--- src/common/flash_ctl_pkg.sv ---
// Constants and types shared by the flash protect and mode controller.
// Summary of operation
// Security-enable register holds one read/write bit at bit 0; upper bits zero.
// Security-enable bit is reset only by power-on reset.
// Protect status register shows four read-only block protect bits in bits 3-0.
// Programming or erasing a block whose effective protection is set is refused.
// Protect status bits follow the stored nonvolatile protection state.
// Protect mask bits 3-0: writing 0 releases protection, 1 keeps it.
// System reset sets all four protect mask bits to 1.
// Software must not change mask bits during program or erase.
// Software reads the mask register back before touching the array.
// Software issues every command cycle as a full 32-bit store.
// After the last command cycle the operation runs without bus accesses.
// Page program, chip erase and block erase; protection acts per block.
// Software waits 200 us after ready before reading the array.
// Read mode after any reset and after normal completion; reads only then.
// Command from read mode enters automatic mode; normal end returns to read.
// No array reads or fetches while an automatic operation runs.
// Read/reset command or hardware reset forces read mode after abnormal end.
// Software runs the routine from RAM with no interrupts or faults.
// Unused bits of the three registers read zero and ignore writes.
// Ready flag reads 0 while busy or after failure, 1 after normal end.
// Mask and security writes need the unlock key within 16 clocks before.
// Security is active when security bit and all four protect bits are 1.
// A command cycle out of order abandons the command and returns to read.
package flash_ctl_pkg;

    // ==========================================================================
    // Register map and reset values
    localparam logic [7:0]  SEC_OFS     = 8'h10;
    localparam logic [7:0]  FSTAT_OFS   = 8'h20;
    localparam logic [7:0]  PSTAT_OFS   = 8'h30;
    localparam logic [7:0]  PMASK_OFS   = 8'h38;
    localparam logic [31:0] UNLOCK_KEY  = 32'hA74A9D23;
    localparam logic [4:0]  WINDOW_CLKS = 5'h10;
    localparam logic        SEC_RST     = 1'b1;
    localparam logic [3:0]  MASK_RST    = 4'hF;

    // ==========================================================================
    // Command cycles on the flash store port
    localparam logic [15:0] CMD_ADDR_A = 16'h5400;
    localparam logic [15:0] CMD_ADDR_B = 16'hAA00;
    localparam logic [7:0]  CD_AA      = 8'hAA;
    localparam logic [7:0]  CD_55      = 8'h55;
    localparam logic [7:0]  CD_PROG    = 8'hA0;
    localparam logic [7:0]  CD_ERASE   = 8'h80;
    localparam logic [7:0]  CD_CHIP    = 8'h10;
    localparam logic [7:0]  CD_BLOCK   = 8'h30;
    localparam logic [7:0]  CD_RESET   = 8'hF0;
    localparam logic [1:0]  PAGE_LAST  = 2'h3;
    localparam int          BLK_LSB    = 14;

    typedef enum logic [1:0] {OP_PROG, OP_CHIP, OP_BLOCK} op_kind_t;
    typedef enum logic [3:0] {
        ST_READ, ST_C1, ST_C2, ST_PAGE, ST_E3, ST_E4, ST_E5, ST_BUSY, ST_LOCK
    } seq_state_t;

endpackage

--- src/common/unlock_if.sv ---
// Interface between the register file and one unlock-key window gate.
`timescale 1ns/100ps
`default_nettype none
interface unlock_if;
    logic        wr_stb;
    logic [31:0] wr_data;
    logic        accept;
    modport ctl  (output wr_stb, output wr_data, input accept);
    modport gate (input wr_stb, input wr_data, output accept);
endinterface
`default_nettype wire

--- src/hw/key_window_gate.sv ---
// Unlock-key window that qualifies a data write to one protected register.
`timescale 1ns/100ps
`default_nettype none
module key_window_gate import flash_ctl_pkg::*; (
    input wire logic mclk_i,
    input wire logic resetn_i,
    unlock_if.gate   port
);
    logic [4:0] cnt_ff;
    logic [4:0] nxt_cnt;
    logic       open_w;

    // A key write arms the window; any other full-word write to the same register disarms it.
    assign open_w      = (cnt_ff != 5'h00) && (cnt_ff <= WINDOW_CLKS);
    assign port.accept = port.wr_stb && (port.wr_data != UNLOCK_KEY) && open_w;

    always_comb begin
        nxt_cnt = 5'h00;
        if (port.wr_stb) begin
            nxt_cnt = (port.wr_data == UNLOCK_KEY) ? 5'h01 : 5'h00;
        end else if (open_w) begin
            nxt_cnt = cnt_ff + 5'h01;
        end
    end

    always_ff @(posedge mclk_i or negedge resetn_i) begin
        if (!resetn_i) begin
            cnt_ff <= 5'h00;
        end else begin
            cnt_ff <= nxt_cnt;
        end
    end

    chk_window_closed: assert property (@(posedge mclk_i) disable iff (!resetn_i)
        (cnt_ff > WINDOW_CLKS || cnt_ff == 5'h00) |-> !port.accept)
        else $error("Protected write accepted outside the key window.");

    chk_key_arms: assert property (@(posedge mclk_i) disable iff (!resetn_i)
        (port.wr_stb && port.wr_data == UNLOCK_KEY)
        ##1 (!port.wr_stb) [*8] ##1 (!port.wr_stb) [*7]
        |=> (cnt_ff == WINDOW_CLKS))
        else $error("Key window does not span sixteen clocks.");
endmodule
`default_nettype wire

--- src/hw/flash_protect_and_mode_control.sv ---
// Flash protect, security and command sequencer with an Avalon-MM register slave.
//
// Our own choices: the Avalon-MM interface to the registers and the address map.
`timescale 1ns/100ps
`default_nettype none
module flash_protect_and_mode_control import flash_ctl_pkg::*; (
    input  wire logic        mclk_i,
    input  wire logic        resetn_i,
    input  wire logic        power_on_resetn_i,
    input  wire logic [7:0]  avs_address_i,
    input  wire logic        avs_read_i,
    input  wire logic        avs_write_i,
    input  wire logic [31:0] avs_writedata_i,
    input  wire logic [3:0]  avs_byteenable_i,
    output logic      [31:0] avs_readdata_o,
    output logic             avs_waitrequest_o,
    input  wire logic        cmd_wr_i,
    input  wire logic [15:0] cmd_addr_i,
    input  wire logic [31:0] cmd_data_i,
    input  wire logic [3:0]  nv_protect_i,
    input  wire logic        op_done_i,
    input  wire logic        op_fail_i,
    output logic             read_mode_o,
    output logic             ready_busy_flag_o,
    output logic             op_start_o,
    output var op_kind_t     op_kind_o,
    output logic      [3:0]  op_blocks_o,
    output logic             prog_we_o,
    output logic      [15:0] prog_addr_o,
    output logic      [31:0] prog_data_o
);

    // ==========================================================================
    // Decoding helpers
    function automatic logic is_cyc(input logic [15:0] a, input logic [31:0] d,
                                    input logic [15:0] ea, input logic [7:0] ed);
        is_cyc = (a == ea) && (d == {24'h000000, ed});
    endfunction

    function automatic logic [1:0] blk_of(input logic [15:0] a);
        blk_of = a[BLK_LSB+1:BLK_LSB];
    endfunction

    // ==========================================================================
    // Bus slave: one wait state, answer stands at the edge where wait is low
    logic        wait_ff;
    logic        nxt_wait;
    logic [31:0] rdata_ff;
    logic [31:0] nxt_rdata;
    logic        sec_ff;
    logic [3:0]  mask_ff;
    logic [3:0]  nxt_mask;
    logic [3:0]  pstat_ff;
    logic        rdy_ff;
    logic        wr_full;

    assign wr_full = avs_write_i && !wait_ff && (avs_byteenable_i == 4'hF);

    always_comb begin
        nxt_wait  = 1'b1;
        nxt_rdata = rdata_ff;
        if ((avs_read_i || avs_write_i) && wait_ff) begin
            nxt_wait = 1'b0;
            case (avs_address_i)
                SEC_OFS:   nxt_rdata = {31'h00000000, sec_ff};
                FSTAT_OFS: nxt_rdata = {31'h00000000, rdy_ff};
                PSTAT_OFS: nxt_rdata = {28'h0000000, pstat_ff};
                PMASK_OFS: nxt_rdata = {28'h0000000, mask_ff};
                default:   nxt_rdata = 32'h00000000;
            endcase
        end
    end

    always_ff @(posedge mclk_i or negedge resetn_i) begin
        if (!resetn_i) begin
            wait_ff  <= 1'b1;
            rdata_ff <= 32'h00000000;
        end else begin
            wait_ff  <= nxt_wait;
            rdata_ff <= nxt_rdata;
        end
    end

    // ==========================================================================
    // Key-protected registers
    unlock_if ul_if [2] ();

    assign ul_if[0].wr_stb  = wr_full && (avs_address_i == SEC_OFS);
    assign ul_if[0].wr_data = avs_writedata_i;
    assign ul_if[1].wr_stb  = wr_full && (avs_address_i == PMASK_OFS);
    assign ul_if[1].wr_data = avs_writedata_i;

    genvar g;
    generate
        for (g = 0; g < 2; g++) begin : gen_gate
            key_window_gate u_gate (
                .mclk_i   (mclk_i),
                .resetn_i (resetn_i),
                .port     (ul_if[g])
            );
        end
    endgenerate

    always_comb begin
        nxt_mask = mask_ff;
        if (ul_if[1].accept) begin
            nxt_mask = avs_writedata_i[3:0];
        end
    end

    always_ff @(posedge mclk_i or negedge resetn_i) begin
        if (!resetn_i) begin
            mask_ff  <= MASK_RST;
            pstat_ff <= 4'h0;
        end else begin
            mask_ff  <= nxt_mask;
            pstat_ff <= nv_protect_i;
        end
    end

    // Only the power-on reset touches the security bit.
    always_ff @(posedge mclk_i or negedge power_on_resetn_i) begin
        if (!power_on_resetn_i) begin
            sec_ff <= SEC_RST;
        end else if (ul_if[0].accept) begin
            sec_ff <= avs_writedata_i[0];
        end
    end

    // ==========================================================================
    // Command sequencer
    seq_state_t  state_ff;
    seq_state_t  nxt_state;
    logic [1:0]  wcnt_ff;
    logic [1:0]  nxt_wcnt;
    logic [1:0]  blk_ff;
    logic [1:0]  nxt_blk;
    logic        nxt_rdy;
    logic        start_ff;
    logic        nxt_start;
    op_kind_t    kind_ff;
    op_kind_t    nxt_kind;
    logic [3:0]  blocks_ff;
    logic [3:0]  nxt_blocks;
    logic        we_ff;
    logic        nxt_we;
    logic [15:0] paddr_ff;
    logic [15:0] nxt_paddr;
    logic [31:0] pdata_ff;
    logic [31:0] nxt_pdata;
    logic        rmode_ff;
    logic [3:0]  eff_prot;
    logic        sec_active;
    logic [1:0]  cblk;

    assign eff_prot   = pstat_ff & mask_ff;
    assign sec_active = sec_ff && (&pstat_ff);
    assign cblk       = blk_of(cmd_addr_i);

    always_comb begin
        nxt_state  = state_ff;
        nxt_wcnt   = wcnt_ff;
        nxt_blk    = blk_ff;
        nxt_rdy    = rdy_ff;
        nxt_start  = 1'b0;
        nxt_kind   = kind_ff;
        nxt_blocks = blocks_ff;
        nxt_we     = 1'b0;
        nxt_paddr  = paddr_ff;
        nxt_pdata  = pdata_ff;
        case (state_ff)
            ST_READ: begin
                // Under full security with no mask released, commands are refused.
                if (cmd_wr_i && is_cyc(cmd_addr_i, cmd_data_i, CMD_ADDR_A, CD_AA)
                    && !(sec_active && (&mask_ff))) begin
                    nxt_state = ST_C1;
                end
            end
            ST_C1: begin
                if (cmd_wr_i) begin
                    nxt_state = is_cyc(cmd_addr_i, cmd_data_i, CMD_ADDR_B, CD_55) ?
                                ST_C2 : ST_READ;
                end
            end
            ST_C2: begin
                if (cmd_wr_i) begin
                    if (is_cyc(cmd_addr_i, cmd_data_i, CMD_ADDR_A, CD_PROG)) begin
                        nxt_state = ST_PAGE;
                        nxt_wcnt  = 2'h0;
                    end else if (is_cyc(cmd_addr_i, cmd_data_i, CMD_ADDR_A, CD_ERASE)) begin
                        nxt_state = ST_E3;
                    end else begin
                        nxt_state = ST_READ;
                    end
                end
            end
            ST_PAGE: begin
                if (cmd_wr_i) begin
                    if ((wcnt_ff == 2'h0) ? eff_prot[cblk] : (cblk != blk_ff)) begin
                        nxt_state = ST_READ;
                    end else begin
                        nxt_blk   = cblk;
                        nxt_we    = 1'b1;
                        nxt_paddr = cmd_addr_i;
                        nxt_pdata = cmd_data_i;
                        nxt_wcnt  = wcnt_ff + 2'h1;
                        if (wcnt_ff == PAGE_LAST) begin
                            nxt_state  = ST_BUSY;
                            nxt_start  = 1'b1;
                            nxt_kind   = OP_PROG;
                            nxt_blocks = 4'h1 << cblk;
                            nxt_rdy    = 1'b0;
                        end
                    end
                end
            end
            ST_E3: begin
                if (cmd_wr_i) begin
                    nxt_state = is_cyc(cmd_addr_i, cmd_data_i, CMD_ADDR_A, CD_AA) ?
                                ST_E4 : ST_READ;
                end
            end
            ST_E4: begin
                if (cmd_wr_i) begin
                    nxt_state = is_cyc(cmd_addr_i, cmd_data_i, CMD_ADDR_B, CD_55) ?
                                ST_E5 : ST_READ;
                end
            end
            ST_E5: begin
                if (cmd_wr_i) begin
                    nxt_state = ST_READ;
                    // Chip erase skips protected blocks and is barred while any mask bit is released.
                    if (is_cyc(cmd_addr_i, cmd_data_i, CMD_ADDR_A, CD_CHIP)
                        && (&mask_ff) && !sec_active && (eff_prot != 4'hF)) begin
                        nxt_state  = ST_BUSY;
                        nxt_start  = 1'b1;
                        nxt_kind   = OP_CHIP;
                        nxt_blocks = ~eff_prot;
                        nxt_rdy    = 1'b0;
                    end else if ((cmd_data_i == {24'h000000, CD_BLOCK}) && !eff_prot[cblk]) begin
                        nxt_state  = ST_BUSY;
                        nxt_start  = 1'b1;
                        nxt_kind   = OP_BLOCK;
                        nxt_blocks = 4'h1 << cblk;
                        nxt_rdy    = 1'b0;
                    end
                end
            end
            ST_BUSY: begin
                // Command stores are ignored until the operation ends.
                if (op_fail_i) begin
                    nxt_state = ST_LOCK;
                end else if (op_done_i) begin
                    nxt_state = ST_READ;
                    nxt_rdy   = 1'b1;
                end
            end
            ST_LOCK: begin
                if (cmd_wr_i && (cmd_data_i == {24'h000000, CD_RESET})) begin
                    nxt_state = ST_READ;
                end
            end
            default: nxt_state = ST_READ;
        endcase
    end

    always_ff @(posedge mclk_i or negedge resetn_i) begin
        if (!resetn_i) begin
            state_ff  <= ST_READ;
            wcnt_ff   <= 2'h0;
            blk_ff    <= 2'h0;
            rdy_ff    <= 1'b1;
            start_ff  <= 1'b0;
            kind_ff   <= OP_PROG;
            blocks_ff <= 4'h0;
            we_ff     <= 1'b0;
            paddr_ff  <= 16'h0000;
            pdata_ff  <= 32'h00000000;
            rmode_ff  <= 1'b1;
        end else begin
            state_ff  <= nxt_state;
            wcnt_ff   <= nxt_wcnt;
            blk_ff    <= nxt_blk;
            rdy_ff    <= nxt_rdy;
            start_ff  <= nxt_start;
            kind_ff   <= nxt_kind;
            blocks_ff <= nxt_blocks;
            we_ff     <= nxt_we;
            paddr_ff  <= nxt_paddr;
            pdata_ff  <= nxt_pdata;
            rmode_ff  <= (nxt_state != ST_BUSY) && (nxt_state != ST_LOCK);
        end
    end

    assign avs_waitrequest_o = wait_ff;
    assign avs_readdata_o    = rdata_ff;
    assign read_mode_o       = rmode_ff;
    assign ready_busy_flag_o = rdy_ff;
    assign op_start_o        = start_ff;
    assign op_kind_o         = kind_ff;
    assign op_blocks_o       = blocks_ff;
    assign prog_we_o         = we_ff;
    assign prog_addr_o       = paddr_ff;
    assign prog_data_o       = pdata_ff;

    // ==========================================================================
    // Checks
    chk_mask_reset: assert property (@(posedge mclk_i) disable iff (!resetn_i)
        $rose(resetn_i) |-> (mask_ff == MASK_RST))
        else $error("Mask not all ones after system reset.");

    chk_sec_holds: assert property (@(posedge mclk_i) disable iff (!power_on_resetn_i)
        !resetn_i |=> (sec_ff == $past(sec_ff)))
        else $error("Security bit changed under system reset.");

    chk_status_track: assert property (@(posedge mclk_i) disable iff (!resetn_i)
        $past(resetn_i) |-> (pstat_ff == $past(nv_protect_i)))
        else $error("Protect status does not follow the stored state.");

    chk_upper_zero: assert property (@(posedge mclk_i) disable iff (!resetn_i)
        !avs_waitrequest_o |-> (avs_readdata_o[31:4] == 28'h0000000))
        else $error("Unused register bits read nonzero.");

    chk_prot_refuse: assert property (@(posedge mclk_i) disable iff (!resetn_i)
        op_start_o |-> ((op_blocks_o & pstat_ff & mask_ff) == 4'h0))
        else $error("Operation started on a protected block.");

    chk_busy_noread: assert property (@(posedge mclk_i) disable iff (!resetn_i)
        (state_ff == ST_BUSY) |-> (!read_mode_o && !ready_busy_flag_o))
        else $error("Read mode or ready shown during automatic operation.");

    chk_done_return: assert property (@(posedge mclk_i) disable iff (!resetn_i)
        (state_ff == ST_BUSY && op_done_i && !op_fail_i) |=> (ready_busy_flag_o && read_mode_o))
        else $error("Normal completion did not return to read mode.");

    chk_fail_hold: assert property (@(posedge mclk_i) disable iff (!resetn_i)
        (state_ff == ST_BUSY && op_fail_i) |=> !ready_busy_flag_o [*2])
        else $error("Ready flag rose after a failed operation.");

    chk_seq_abandon: assert property (@(posedge mclk_i) disable iff (!resetn_i)
        (state_ff == ST_C1 && cmd_wr_i && !is_cyc(cmd_addr_i, cmd_data_i, CMD_ADDR_B, CD_55))
        |=> (state_ff == ST_READ))
        else $error("Out-of-order command cycle not abandoned.");

    chk_secure_refuse: assert property (@(posedge mclk_i) disable iff (!resetn_i)
        (state_ff == ST_READ && sec_ff && (&pstat_ff) && (&mask_ff)) |=> (state_ff == ST_READ))
        else $error("Command accepted under active security.");

endmodule
`default_nettype wire

--- config.mk ---
export PLATFORM = sky130hd
export DESIGN_NAME = flash_protect_and_mode_control
export DESIGN_NICKNAME = d
export VERILOG_FILES = /design/src/common/flash_ctl_pkg.sv /design/src/common/unlock_if.sv /design/src/hw/key_window_gate.sv /design/src/hw/flash_protect_and_mode_control.sv
export SDC_FILE = /design/constraint.sdc
export NUM_CORES = 1
export LEC_CHECK = 0
export CAP_MARGIN = 5
export CORE_MARGIN = 1.5
export CORE_UTILIZATION = 63
export DETAILED_ROUTE_END_ITERATION = 12
export DONT_BUFFER_PORTS = 1
export MAX_ROUTING_LAYER = met4
export PLACE_DENSITY = 0.91
export SETUP_SLACK_MARGIN = 0.4
export SYNTH_ARGS = -nofsm -noshare
export SYNTH_HDL_FRONTEND = slang
export SYNTH_SLANG_ARGS = --single-unit
--- constraint.sdc ---
create_clock -name mclk_i -period 3.4 [get_ports mclk_i]
set_clock_uncertainty 0.2 [all_clocks]
set_input_delay 0.68 -clock mclk_i [delete_from_list [all_inputs] [get_ports mclk_i]]
set_output_delay 0.68 -clock mclk_i [all_outputs]
set_load 0.02 [all_outputs]
Word-level counts from Yosys, hierarchy flattened --
Cells that the tools add are included.
Storage, ports and cells: input bits 104, bits in writable memories 0, latch bits 0, memories kept 0, output and inout bits 91, memory bits (read-only) 0, register bits 118
Operators by class: shift operators 1, reduce and logical (&&, ||, !) cells 44, equal/unequal tests 38, $add $sub $neg 3, bitwise gates (word level) 3, mux-type cells 68, $mul 0, order comparisons 3, divide/modulo/power cells 0
Operator list (number):
- $eq A32 B8 Y1 const B | 4
- $mux W4 | 18
- $pmux W4 S9 | 1
- $eq A32 B32 Y1 const B | 1
- $eq A32 B5 Y1 const B | 1
- $eq A32 B6 Y1 const B | 1
- $eq A32 B7 Y1 const B | 1
- $ne A32 B32 Y1 const B | 1
- $logic_and A1 B1 Y1 | 26
- $eq A8 B6 Y1 const B | 3
- $mux W2 | 11
- $mux W1 | 21
- $mux W5 | 4
- $mux W3 | 6
- $eq A16 B15 Y1 const B | 1
- $eq A16 B16 Y1 const B | 1
- $eq A4 B3 Y1 const B | 4
- $ne A2 B2 Y1 const B | 8
- $pmux W4 S4 | 1
- $add A5 B1 Y5 const B | 2
- $le A5 B5 Y1 const B | 2
- $reduce_bool A5 Y1 | 2
- $eq A4 B2 Y1 const B | 2
- $eq A4 B4 Y1 const B | 2
- 29 further kinds | 36

Logic depth before layout (Yosys ltp) --
depth in word-level cells 11, gate-level depth with buffers 9, mapped depth without buffers 9

Modules after synthesis --
From an unflattened synthesis, not the netlist that was laid out.
Second synthesis, totals: cell total of the unflattened synthesis 400, area, all modules 4565.6 um2
Modules (own cells, without submodules):
- flash_protect_and_mode_control | cells each 327, seq. area each 1961.9 um2, area each 3829.9 um2, instances 1
- key_window_gate (gen_gate[1].u_gate) | cells each 36, seq. area each 125.1 um2, area each 374.1 um2, instances 1
- key_window_gate (gen_gate[0].u_gate) | cells each 37, seq. area each 125.1 um2, area each 361.6 um2, instances 1

Least setup slack after synthesis --
Ideal clock, no wire load.
path kind input to register, from input cmd_addr_i[2], to register blocks_ff[0], in the netlist op_blocks_o[0], data arrival time 2.380 ns, required time 3.075 ns, slack 0.695 ns, library setup time 0.125 ns, cell stages on the path 7, path through or4_4 > nor4_4 > nand2_1 > o21ai_1 > nand4_1 > nand2_2 > mux2_2
Between the ends: longest elaborated chain between the ends 8, elaborated cells on any way between the ends 10, those cells by class eq/ne: 2; mux: 3; reduce/logical: 5
Ends and longest elaborated chain:
- start, declared | line flash_protect_and_mode_control.sv:18 | input wire logic [15:0] cmd_addr_i,
- $eq A16 B15 Y1 (*) | line flash_protect_and_mode_control.sv:37 | is_cyc = (a == ea) && (d == {24'h000000, ed});
- $logic_and A1 B1 Y1 (*) | line flash_protect_and_mode_control.sv:37
- $logic_and A1 B1 Y1 (*) (3 in a row) | line flash_protect_and_mode_control.sv:234 | && (&mask_ff) && !sec_active && (eff_prot != 4'hF)) begin
- $mux W4 | line flash_protect_and_mode_control.sv:233 | if (is_cyc(cmd_addr_i, cmd_data_i, CMD_ADDR_A, CD_CHIP)
- $mux W4 | line flash_protect_and_mode_control.sv:230 | if (cmd_wr_i) begin
- $pmux W4 S2 | line flash_protect_and_mode_control.sv:171 | case (state_ff)
- end signal, assigned | line flash_protect_and_mode_control.sv:287 | blocks_ff <= nxt_blocks;
- end, declared | line flash_protect_and_mode_control.sv:143 | logic [3:0] blocks_ff;
Every way passes the cells marked *; elsewhere a longest branch is shown, timed or not. The select of a mux whose other input is x is not followed. A chain may end at the register's enable or synchronous reset.

Final worst setup path --
from register wcnt_ff[0], to register blocks_ff[3], in the netlist op_blocks_o[3]
Between the ends: longest elaborated chain between the ends 4, elaborated cells on any way between the ends 6, those cells by class eq/ne: 3; mux: 1; reduce/logical: 2
Ends and longest elaborated chain:
- start, declared | line flash_protect_and_mode_control.sv:134 | logic [1:0] wcnt_ff;
- start signal, assigned | line flash_protect_and_mode_control.sv:282 | wcnt_ff <= nxt_wcnt;
- $logic_not A2 Y1 | line flash_protect_and_mode_control.sv:199 | if ((wcnt_ff == 2'h0) ? eff_prot[cblk] : (cblk != blk_ff)) begin
- $mux W1 | line flash_protect_and_mode_control.sv:199
- $ne A2 B2 Y1 (no source line)
- $reduce_and A6 Y1 (no source line) (*)
Every way passes the cells marked *; elsewhere a longest branch is shown, timed or not.

==> run metrics <==
# DRC 0; largest area contributor in the netlist dfrtp_1; drt wl/cell 20.6 um; Hold Crit Class in -> async; post-route minimum period 2.93 ns; crit-path cells inv_1 > ha_2 > nor2b_2 > a22oi_1 > mux4_2 > nor4_4 > clkbuf_16 > nand2_1 > nand2_4 > mux2_2; Top-Level Pins 195; leakage power 2.08 nW; vias 3197; Post-synth ARST share 1.00; Post-synth top cells dfrtp_1 (80), mux2_2 (63), buf_4 (28); CTS root buffer clkbuf_8; Critical Path RT 3.44 ns; pre-CTS WS 0.413 ns; Synth area leaders dfrtp_1 (45%), mux2_2 (16%), buf_4 (4.7%); Initial DRC Count 191; fin nets 513; Syn Std Cell Area 4480 um2; post-synth top area share 0.447; Yosys warning count 0; clock buffer count from CTS 9; TritonRoute pass-1 iters 6; H-tree levels 3; failing checks hold timing; fraction of layout cells with a size suffix above 1 0.272; vias per cell 6.34; Clk Latency, worst-skew pair 0.35 ns; outcome finished with violations; diode count 0; Seq/Total Area, Yosys 0.494; critical path class reg -> reg; slew at the pin with the worst max-slew slack 0.584 ns; Post-Syn Area per Cell 11.4 um2; number of port buffers 0; CP startpoint kind flop; # setup viols final 0; peak supply drop 324 uV; max cap viols 0; RSZ-0062 raised after global routing no; crit-path max cell delay 0.56 ns; Num Clock Sinks 88; Max stage delay cell, worst path mux4_2; Final WS setup 0.466 ns; initial core utilization 0.656; gp weighted congestion 0.996; Synth Instances 393; number of synthesized register bits 88; Routed Antenna Nets 0; CP max FO 7; power density over cell area 446 nW/um2; total gr overflow 0; Max Clock Freq 341 MHz; count leader, synth dfrtp_1; TritonCTS clock tree built; cells on worst reg2reg path 10; Most used DFF post-synth dfrtp_1; Final period util 0.863; Die Span Y 87.3 um; die area 7630 um2; area grow syn2layout 7.57%; max-slew violations 0; DIE WIDTH 87.3 um; Core Rows 30; first-pass GRT wire length 15.7 mm; Hold Slack -0.00162 ns; CP arrival 2.98 ns; setup TNS 0 ns; Core ar. 6830 um2; CP endpoint kind flop; initial antenna violation count 0; Yosys cell types 53; Routed WL 10.4 mm; final hold vios 2; vias in the first global route 3235; Longest Clk Path Bufs 2; reg2reg setup slack 0.47 ns; Total GRT Usage 0.277; largest net degree at the start of global routing 88; number of enable flip-flop cells after synthesis 0; CTS clock-pin slew for the worst setup and hold paths 0.09 ns; Max-slew headroom 0.605; post-DP HPWL 7.30 mm
-- flip-flops by register name (all words and copies together) (netlist names), 2 cells and up --
signal,count
avs_readdata_o,4
blk_ff,2
gen_gate.u_gate.cnt_ff,10
mask_ff,4
op_blocks_o,4
op_kind_o,2
prog_addr_o,14
prog_data_o,32
pstat_ff,4
state_ff,4
wcnt_ff,2
-- critical path: cells and delay by family, from the launching register on --
family | cells | cell delay [ns]
adders and majority gates | 1 | 0.22
AOI/OAI and AO/OA | 1 | 0.09
buffers and inverters | 2 | 0.26
and+or+nand+nor | 4 | 0.77
DFF | 1 | 0.38
muxes | 2 | 0.90
-- layout make-up --
class / count / area, um2
flip-flops and latches: 88 / 2210
fillers: 492 / 2010
clock inverters: 7 / 104
clock buffers: 9 / 124
well taps: 96 / 120
inverters: 13 / 48.8
repair buffers: 9 / 128
multi-input cells: 282 / 2080
-- routing by layer --
layer | GRT usage | wire length [um]
met2 | 0.446 | 5160
met4 | 0.107 | 162
met1 | 0.341 | 4060
met3 | 0.0607 | 1010
met5 | - | 0
-- where the power goes --
part	switching [mW]	internal (mW)	leakage, nW
logic	0.0980	0.0689	0.846
registers	0.0765	1.09	1.12
clock network	0.396	0.423	0.108
-- worst paths after layout --
path	start	endpoint
max	wcnt_ff[0]$_DFFE_PN0P_	op_blocks_o[3]$_DFFE_PN0P_
min	resetn_i	prog_addr_o[1]$_DFFE_PN0P_
max reg2reg	wcnt_ff[0]$_DFFE_PN0P_	op_blocks_o[3]$_DFFE_PN0P_
min reg2reg	wcnt_ff[1]$_DFFE_PN0P_	wcnt_ff[1]$_DFFE_PN0P_
max in group asynchronous	power_on_resetn_i	sec_ff$_DFFE_PN1P_
min in group mclk_i	nv_protect_i[3]	pstat_ff[3]$_DFF_PN0_
-- through the flow --
step | power [mW] | utilization | instance area, um2 | hold slack, ns | instances
global route | 2.23 | 0.706 | 4820 | 0.0463 | 504
CTS | 2.16 | 0.695 | 4750 | 0.0349 | 499
global placement | 1.31 | 0.656 | 4480 | 0.186 | 481
detailed placement | 1.32 | 0.656 | 4480 | 0.186 | 481
finish | 2.15 | 0.706 | 4820 | -0.00162 | 504
floorplan | 1.32 | - | 4580 | 0.184 | 420
-- cells in the final DEF, fill, tap and decap left out, types with 3 or more instances in the layout --
cell type	count
dfrtp_1	80
mux2_2	63
conb_1	28
nand2_1	23
nor2_1	23
inv_1	13
nor4_1	13
nand3_1	11
o21ai_0	10
nand4_1	9
clkbuf_8	9
nand2b_1	8
a21oi_1	8
dfstp_2	8
nor3_1	7
xor2_1	5
a22o_1	5
ha_1	5
a22oi_1	4
or4_1	3
or3_1	3
nand3b_1	3
nor3b_1	3
nand4b_1	3
nor4bb_1	3
a31oi_1	3
buf_4	3
-- cell families after synthesis --
group                      share of synthesized area
AOI/OAI and AO/OA                             0.0589
xor gates and xnor gates                      0.0137
adders and majority gates                     0.0167
buffers and inverters                         0.0667
DFF                                            0.494
muxes                                          0.173
other                                       0.000837
and+or+nand+nor                                0.177
-- repair_timing --
| item | in CTS | in global routing |
|---|---|---|
| endpoints found under the hold margin | 88 | 0 |
| hold buffers | 2 | 0 |
| gates resized for setup | 0 | 8 |
| endpoints found under the setup margin | 0 | 6 |
| setup buffers | 0 | 3 |
(Power assumes the default switching activity.)
